## src/shared/dsgm_regs.svh

```systemverilog
// Constants of the dual switch guard monitor.
`ifndef DSGM_REGS_SVH
`define DSGM_REGS_SVH
`define DSGM_CODE_IDLE 16'h0000
`define DSGM_CODE_NORMAL 16'h8000
`define DSGM_CODE_INIT 16'h8001
`define DSGM_CODE_CLOSED 16'h8002
`define DSGM_CODE_WAIT_ACK 16'h8402
`define DSGM_CODE_OPEN_START 16'h8802
`define DSGM_CODE_OPENED 16'h8804
`define DSGM_CODE_WAIT_B 16'h8806
`define DSGM_CODE_WAIT_A 16'h8808
`define DSGM_CODE_RST_ERR 16'hc001
`define DSGM_CODE_DISC_A 16'hc010
`define DSGM_CODE_DISC_B 16'hc020
`define DSGM_WINDOW_NS 0
`define DSGM_CLK_NS 20
`endif

```

## src/shared/dsgm_pkg.sv

```systemverilog
// Types of the dual switch guard monitor.
package dsgm_pkg;
   typedef enum logic [3:0] {
      DSGM_IDLE, DSGM_INIT, DSGM_NORMAL, DSGM_CLOSED, DSGM_WAIT_ACK,
      DSGM_OPEN_START, DSGM_OPENED, DSGM_WAIT_B, DSGM_WAIT_A,
      DSGM_RST_ERR, DSGM_DISC_A, DSGM_DISC_B
   } dsgm_state_t;
endpackage : dsgm_pkg

```

## src/dsgm_sync.sv

```systemverilog
// Two flip-flop synchroniser for one asynchronous pin.
module dsgm_sync (
   // Clock and reset
   input wire logic clk_i,
   input wire logic sys_rst_i,
   // Pin and result
   input wire logic pin_i,
   output logic sync_o
);
   logic meta_ff;
   logic sync_ff;
   logic nxt_meta;
   logic nxt_sync;

   always_comb begin
      nxt_meta = pin_i;
      nxt_sync = meta_ff;
   end

   always_ff @(posedge clk_i) begin
      if (sys_rst_i) begin
         meta_ff <= 1'b0;
         sync_ff <= 1'b0;
      end else begin
         meta_ff <= nxt_meta;
         sync_ff <= nxt_sync;
      end
   end

   assign sync_o = sync_ff;
endmodule : dsgm_sync

```

## src/dsgm_monitor.sv

```systemverilog
// Dual door contact guard monitor with mismatch window and acknowledge.
`include "dsgm_regs.svh"
module dsgm_monitor
   import dsgm_pkg::*;
#(
   parameter int unsigned WINDOW_CYCLES =
      (`DSGM_WINDOW_NS + `DSGM_CLK_NS - 1) / `DSGM_CLK_NS,
   parameter int unsigned CNT_W = 24
) (
   // Clock and reset
   input wire logic clk_i,
   input wire logic sys_rst_i,
   // Control
   input wire logic enable_i,
   input wire logic auto_acknowledge_i,
   input wire logic power_up_acknowledge_i,
   // Field pins
   input wire logic door_contact_a_i,
   input wire logic door_contact_b_i,
   input wire logic operator_reset_i,
   // Status
   output logic ready_o,
   output logic guard_safe_out_o,
   output logic hazard_stop_request_o,
   output logic ack_pending_o,
   output logic error_o,
   output logic [15:0] diagnostic_word_o
);
   // A window that the counter cannot reach would never expire.
   if (CNT_W < 1 || WINDOW_CYCLES >= (64'd1 << CNT_W)) begin : g_bad_window
      $error("Mismatch window does not fit the counter width.");
   end

   logic ca;
   logic cb;
   logic rst_in;
   dsgm_state_t state_ff;
   dsgm_state_t nxt_state;
   logic [CNT_W-1:0] cnt_ff;
   logic [CNT_W-1:0] nxt_cnt;
   logic rst_prev_ff;
   logic nxt_rst_prev;
   logic [15:0] code_ff;
   logic [15:0] nxt_code;
   logic rst_rise;
   logic expired;

   dsgm_sync u_sync_a (
      .clk_i(clk_i), .sys_rst_i(sys_rst_i),
      .pin_i(door_contact_a_i), .sync_o(ca));
   dsgm_sync u_sync_b (
      .clk_i(clk_i), .sys_rst_i(sys_rst_i),
      .pin_i(door_contact_b_i), .sync_o(cb));
   dsgm_sync u_sync_r (
      .clk_i(clk_i), .sys_rst_i(sys_rst_i),
      .pin_i(operator_reset_i), .sync_o(rst_in));

   assign rst_rise = rst_in && !rst_prev_ff;
   // A zero window expires in the first cycle of disagreement.
   assign expired = (cnt_ff >= CNT_W'(WINDOW_CYCLES));

   always_comb begin
      nxt_state = state_ff;
      nxt_rst_prev = rst_in;
      nxt_cnt = '0;
      if (!enable_i) begin
         nxt_state = DSGM_IDLE;
      end else begin
         unique case (state_ff)
            DSGM_IDLE: nxt_state = DSGM_INIT;
            DSGM_INIT: begin
               if (ca && cb) begin
                  if (power_up_acknowledge_i) begin
                     nxt_state = DSGM_NORMAL;
                  end else begin
                     nxt_state = DSGM_WAIT_ACK;
                  end
               end else if (!ca && !cb) begin
                  nxt_state = DSGM_OPENED;
               end else begin
                  nxt_state = DSGM_OPEN_START;
               end
            end
            DSGM_NORMAL: begin
               // One contact low is enough to leave normal.
               if (!ca || !cb) begin
                  nxt_state = (!ca && !cb) ? DSGM_OPENED : DSGM_OPEN_START;
               end
            end
            DSGM_OPEN_START: begin
               // Full opening needed before closing counts.
               if (!ca && !cb) begin
                  nxt_state = DSGM_OPENED;
               end
            end
            DSGM_OPENED: begin
               if (ca && cb) begin
                  nxt_state = DSGM_CLOSED;
               end else if (ca) begin
                  nxt_state = DSGM_WAIT_B;
               end else if (cb) begin
                  nxt_state = DSGM_WAIT_A;
               end
            end
            DSGM_WAIT_B, DSGM_WAIT_A: begin
               nxt_cnt = cnt_ff + CNT_W'(1);
               if (!ca && !cb) begin
                  nxt_state = DSGM_OPENED;
               end else if (ca && cb) begin
                  nxt_state = DSGM_CLOSED;
               end else if (expired) begin
                  nxt_state = (state_ff == DSGM_WAIT_B) ?
                     DSGM_DISC_A : DSGM_DISC_B;
               end else if ((state_ff == DSGM_WAIT_B) != ca) begin
                  nxt_state = DSGM_OPEN_START;
               end
            end
            DSGM_CLOSED: begin
               if (!ca || !cb) begin
                  nxt_state = DSGM_OPEN_START;
               end else if (auto_acknowledge_i) begin
                  nxt_state = DSGM_NORMAL;
               end else begin
                  nxt_state = DSGM_WAIT_ACK;
               end
            end
            DSGM_WAIT_ACK: begin
               if (!ca || !cb) begin
                  nxt_state = DSGM_OPEN_START;
               end else if (rst_rise) begin
                  nxt_state = DSGM_NORMAL;
               end else if (rst_in) begin
                  nxt_state = DSGM_RST_ERR;
               end
            end
            DSGM_RST_ERR: begin
               if (!rst_in) begin
                  nxt_state = DSGM_WAIT_ACK;
               end
            end
            DSGM_DISC_A, DSGM_DISC_B: begin
               if (!ca && !cb) begin
                  nxt_state = DSGM_OPENED;
               end
            end
            default: nxt_state = DSGM_IDLE;
         endcase
      end
   end

   always_ff @(posedge clk_i) begin
      if (sys_rst_i) begin
         state_ff <= DSGM_IDLE;
         cnt_ff <= '0;
         rst_prev_ff <= 1'b1;
         code_ff <= `DSGM_CODE_IDLE;
      end else begin
         state_ff <= nxt_state;
         cnt_ff <= nxt_cnt;
         // Starting high makes a reset held at power-up look static.
         rst_prev_ff <= nxt_rst_prev;
         code_ff <= nxt_code;
      end
   end

   // Flags are decoded from the state register, ack pending also from rst_in; the code word is
   // registered beside it so that it never glitches between states.
   always_comb begin
      ready_o = (state_ff != DSGM_IDLE);
      guard_safe_out_o = (state_ff == DSGM_NORMAL);
      hazard_stop_request_o = (state_ff == DSGM_OPEN_START) ||
         (state_ff == DSGM_OPENED) || (state_ff == DSGM_WAIT_B) ||
         (state_ff == DSGM_WAIT_A);
      ack_pending_o = (state_ff == DSGM_WAIT_ACK) && !rst_in;
      error_o = (state_ff == DSGM_RST_ERR) || (state_ff == DSGM_DISC_A) ||
         (state_ff == DSGM_DISC_B);
   end

   always_comb begin
      unique case (nxt_state)
         DSGM_IDLE: nxt_code = `DSGM_CODE_IDLE;
         DSGM_INIT: nxt_code = `DSGM_CODE_INIT;
         DSGM_NORMAL: nxt_code = `DSGM_CODE_NORMAL;
         DSGM_CLOSED: nxt_code = `DSGM_CODE_CLOSED;
         DSGM_WAIT_ACK: nxt_code = `DSGM_CODE_WAIT_ACK;
         DSGM_OPEN_START: nxt_code = `DSGM_CODE_OPEN_START;
         DSGM_OPENED: nxt_code = `DSGM_CODE_OPENED;
         DSGM_WAIT_B: nxt_code = `DSGM_CODE_WAIT_B;
         DSGM_WAIT_A: nxt_code = `DSGM_CODE_WAIT_A;
         DSGM_RST_ERR: nxt_code = `DSGM_CODE_RST_ERR;
         DSGM_DISC_A: nxt_code = `DSGM_CODE_DISC_A;
         DSGM_DISC_B: nxt_code = `DSGM_CODE_DISC_B;
         default: nxt_code = `DSGM_CODE_IDLE;
      endcase
   end

   assign diagnostic_word_o = code_ff;

   a_enable_idle: assert property (@(posedge clk_i) disable iff (sys_rst_i)
      !enable_i |=> state_ff == DSGM_IDLE)
      else $error("Not idle after enable dropped.");
   a_disc_error: assert property (@(posedge clk_i) disable iff (sys_rst_i)
      state_ff == DSGM_WAIT_B && ca && !cb && expired && enable_i
      |=> diagnostic_word_o == `DSGM_CODE_DISC_A && error_o)
      else $error("Window expiry missed.");
   a_static_reset: assert property (@(posedge clk_i) disable iff (sys_rst_i)
      state_ff == DSGM_WAIT_ACK && rst_in && rst_prev_ff && ca && cb &&
      enable_i |=> state_ff == DSGM_RST_ERR)
      else $error("Static reset not caught.");
   a_tied_noerr: assert property (@(posedge clk_i) disable iff (sys_rst_i)
      state_ff == DSGM_OPENED && ca == cb |=> !error_o)
      else $error("Error with agreeing contacts.");
   a_rst_err_exit: assert property (@(posedge clk_i) disable iff (sys_rst_i)
      state_ff == DSGM_RST_ERR && !rst_in && enable_i
      |=> state_ff == DSGM_WAIT_ACK)
      else $error("Reset error not left.");
   a_disc_hold: assert property (@(posedge clk_i) disable iff (sys_rst_i)
      state_ff == DSGM_DISC_B && (ca || cb) && enable_i
      |=> state_ff == DSGM_DISC_B)
      else $error("Discrepancy error left early.");
   a_err_outputs: assert property (@(posedge clk_i) disable iff (sys_rst_i)
      error_o |-> ready_o && !guard_safe_out_o && !hazard_stop_request_o
      && !ack_pending_o)
      else $error("Wrong outputs in error state.");
   a_safe_drop: assert property (@(posedge clk_i) disable iff (sys_rst_i)
      guard_safe_out_o && (!ca || !cb) |=> !guard_safe_out_o)
      else $error("Guard safe held after contact opened.");
   a_ack_normal: assert property (@(posedge clk_i) disable iff (sys_rst_i)
      state_ff == DSGM_WAIT_ACK && rst_rise && ca && cb && enable_i
      |=> state_ff == DSGM_NORMAL && guard_safe_out_o)
      else $error("Acknowledge did not reach normal.");
   c_normal: cover property (@(posedge clk_i) state_ff == DSGM_NORMAL);
   c_disc: cover property (@(posedge clk_i) state_ff == DSGM_DISC_A);
   c_rst_err: cover property (@(posedge clk_i) state_ff == DSGM_RST_ERR);
endmodule : dsgm_monitor

```

## config.mk

```make
export PLATFORM = sky130hd
export DESIGN_NAME = dsgm_monitor
export DESIGN_NICKNAME = d
export VERILOG_FILES = /design/src/shared/dsgm_pkg.sv /design/src/dsgm_sync.sv /design/src/dsgm_monitor.sv
export VERILOG_INCLUDE_DIRS = /design/src /design/src/shared
export SDC_FILE = /design/constraint.sdc
export NUM_CORES = 1
export LEC_CHECK = 0
export ABC_AREA = 1
export BUFFER_PORTS_ARGS = -buffer_cell sky130_fd_sc_hd__buf_2
export CAP_MARGIN = 20
export CORE_MARGIN = 1.5
export CORE_UTILIZATION = 52
export DETAILED_ROUTE_END_ITERATION = 10
export PLACE_DENSITY = 0.89
export SLEW_MARGIN = 10
export SYNTH_ARGS = -nofsm -noshare
export SYNTH_HDL_FRONTEND = slang
export SYNTH_SLANG_ARGS = --single-unit
```

## constraint.sdc

```tcl
create_clock -name clk_i -period 1.8 [get_ports clk_i]
set_input_delay 0.09 -clock clk_i [delete_from_list [all_inputs] [get_ports clk_i]]
set_output_delay 0.09 -clock clk_i [all_outputs]
set_load 0.005 [all_outputs]
```

==> run summary <==
Status - complete, no violations
Placed cell areas - 0.00134 mm²
Critical Path Fanout Max - 6
CTS root buf - clkbuf_4
Crit path launch type - flop
Pin count of the biggest net entering global routing - 13
Drt pass-1 iters - 4
Most common cell after layout, fill and taps aside - nand2_1
First-pass GRT wire length - 4.16 mm
Net Sw Frac - 0.292
P_leak - 0.795 nW
Iter 0 DRT Violations - 58
# setup viols final - 0
Most common cell on crit path - nand2_1
ANT nets after route - 0
Flops & latches, synth - 21
Post-Layout Inst Area - 0.00147 mm²
WL final - 2.63 mm
FMAX - 598 MHz
Inserted Clock Buffers - 3
Power share of the clock group - 0.244
Worst-path cell with the longest stage delay - dfxtp_1
Die width - 51.2 µm
Area taken by multi-input logic gates - 719 µm²
Initial Utilization - 0.547
Post-synthesis cell count - 194
Vias - 1229
Worst Reg-to-Reg Cells - 11
CTS Buffer Depth - 2
Clk sinks - 21
Maxcap violations - 0
Kind of cell adding the most delay to the critical path - simple AND/OR/NAND/NOR gates
Vias per cell - 4.88
Internal - 0.638 mW
H-tree depth - 1
Skew-Pair Late Insertion Delay - 0.31 ns
Global-route usage over all layers - 0.212
Layout area overhead - 21.8%
Final Core Density - 0.666
P per Cell Area - 612 mW/mm²
Worst hold path class - in -> reg
Min Hold Slack - 0.0706 ns
CP arrival - 1.88 ns
Vias in the first global route - 1004
Worst Setup End Kind - flop
TritonCTS clock tree - done
Number of remaining DRC errors - 0
PnR Total Power - 0.902 mW
Initial antenna violation count - 0
Clk_skew - 0.0101 ns
CP endpoint - diagnostic_word_o[1]$_SDFF_PP0_
Post-layout min period - 1.67 ns
Crit-path cells - inv_2 -> nor2_1 -> nand2_1 -> nand2_1 -> nand2_1 -> nand3_1 -> nor2_1 -> nor2_1 -> nand2_1 -> nand2_1 -> nor2_1
RD Place Congestion - 0.971
Cell Area, Synth - 0.00121 mm²
VDD IR max - 0.631 mV
Worst setup path start - state_ff[0]$_SDFF_PP0_
Critical setup path kind - reg -> reg
Max stage delay on crit path - 0.47 ns
R2R Setup Slk - 0.13 ns
Fill cell count - 201
Hpwl dp - 1.92 mm
Sw power - 0.264 mW
Worst-path clk slew - 0.11 ns
Nets - 235
Final Cycle Share - 0.928
Seq pwr share - 0.553
Drt wl/cell - 10.4 µm
Register area - 424 µm²
Share of layout cells above drive strength 1 - 0.277
Setup tns final - 0 ns
I/O pin count - 29
Synth cell types - 24
Post-synthesis sequential area ratio - 0.347
Buf/Inv on CP - 1
Hold Path Depth - 2
Syn avg cell area - 6.24 µm²
Syn. warnings - 0
Row count - 17
R2R Path End - diagnostic_word_o[1]$_SDFF_PP0_
Final Max Slew Viols - 0
Grt total ovfl - 0
Most frequent cells in the layout - nand2_1 (60), nor2_1 (32), buf_2 (22)
Final Hold Fails - 0
Critical R2R Launch - state_ff[0]$_SDFF_PP0_
Die span in y - 51.2 µm
Crit path depth - 11
Input/output buffers - 22
Total inserted antenna cells - 0
Combinational power share - 0.203
Die footprint - 0.00263 mm²
CP required - 2.01 ns
Core ar. - 0.00221 mm²
==> power groups by stage <==
stage / sequential [mW] / combinational, mW / clock, mW
4_1_cts: 0.497 / 0.163 / 0.229
3_3_place_gp: 0.507 / 0.155 / 0
6_report: 0.499 / 0.183 / 0.220
5_1_grt: 0.501 / 0.204 / 0.241
2_1_floorplan: 0.506 / 0.118 / 0
3_5_place_dp: 0.507 / 0.157 / 0
==> worst min path at each step <==
| stage | from | to |
|---|---|---|
| after global placement | door_contact_b_i | u_sync_b.meta_ff$_SDFF_PP0_ |
| after CTS | sys_rst_i | u_sync_b.sync_o$_SDFF_PP0_ |
| after detailed placement | operator_reset_i | u_sync_r.meta_ff$_SDFF_PP0_ |
| after global routing | sys_rst_i | u_sync_b.sync_o$_SDFF_PP0_ |
| after floorplan | door_contact_a_i | u_sync_a.meta_ff$_SDFF_PP0_ |
| final | sys_rst_i | state_ff[1]$_SDFF_PP0_ |
==> worst register-to-register path, delay by kind of cell (launching register included) <==
family                 cells  cell delay [ns]
buffers and inverters      1             0.11
DFF                        1             0.47
and+or+nand+nor           10             0.99
==> flip-flops by register name, summed over array words and instances, names as in the netlist <==
register           flops
u_sync_a.sync_o        1
u_sync_b.meta_ff       1
u_sync_r.sync_o        1
diagnostic_word_o     10
rst_prev_ff            1
u_sync_r.meta_ff       1
u_sync_a.meta_ff       1
u_sync_b.sync_o        1
state_ff               4
==> cells by family (layout without fill, tap and decap cells) <==
kind of cell / after synthesis / count (layout) / synth area share
adder cells (fa/ha/maj): 2 / 2 / 0.0207
other: 1 / 6 / 0.00310
AND/OR/NAND/NOR: 122 / 122 / 0.440
AO/OA/AOI/OAI: 14 / 14 / 0.0641
buffers and inverters: 34 / 59 / 0.125
flip-flops: 21 / 21 / 0.347
==> routing by layer <==
metal / part of all wire / global-route usage
met1: 0.42 / 0.272
met5: 0 / 0
met2: 0.48 / 0.348
met4: 0.018 / 0.105
met3: 0.076 / 0.0292
==> cell usage after synthesis <==
| cell | number | area, µm² |
|---|---|---|
| nand2_2 | 2 | 12.5 |
| inv_1 | 20 | 75.1 |
| nor2_2 | 2 | 12.5 |
| nand3b_1 | 1 | 7.51 |
| dfxtp_1 | 21 | 420 |
| nor2_4 | 3 | 33.8 |
| o21ai_2 | 2 | 17.5 |
| nor3_1 | 2 | 10.0 |
| buf_4 | 6 | 45.0 |
| nand3_2 | 1 | 10.0 |
| nand2_1 | 64 | 240 |
| conb_1 | 1 | 3.75 |
| nand3_1 | 9 | 45.0 |
| clkinv_1 | 1 | 3.75 |
| buf_2 | 1 | 5.00 |
| a21oi_1 | 5 | 25.0 |
| nand2_4 | 2 | 22.5 |
| ha_1 | 2 | 25.0 |
| inv_2 | 5 | 18.8 |
| nor2_1 | 35 | 131 |
| clkbuf_1 | 1 | 3.75 |
| nand4_1 | 1 | 6.26 |
| o21ai_1 | 1 | 5.00 |
| o21ai_0 | 6 | 30.0 |
==> area by class of cell <==
class | instances | share of cell area
inverter | 26 | 0.0662
tap | 28 | 0.0238
multi-input combinational | 144 | 0.488
clock buffer | 3 | 0.0153
sequential | 21 | 0.288
clock inverter | 1 | 0.00340
timing repair buffer | 29 | 0.115
==> repair_timing <==
| action | CTS | global route |
|---|---|---|
| endpoints found under the hold margin | 3 | 0 |
| setup buffers | 0 | 1 |
| hold buffers | 3 | 0 |
| resized for setup | 0 | 19 |
| setup endpoints to repair | 0 | 11 |
==> per-stage QoR <==
stage                     setup slack (ns)  instances
after floorplan                      0.196        199
after global placement              0.0565        244
after detailed placement            0.0231        244
after CTS                          0.00236        251
after global routing               -0.0314        252
final                                0.129        252
No activity file was read; power rests on OpenSTA's default activity.
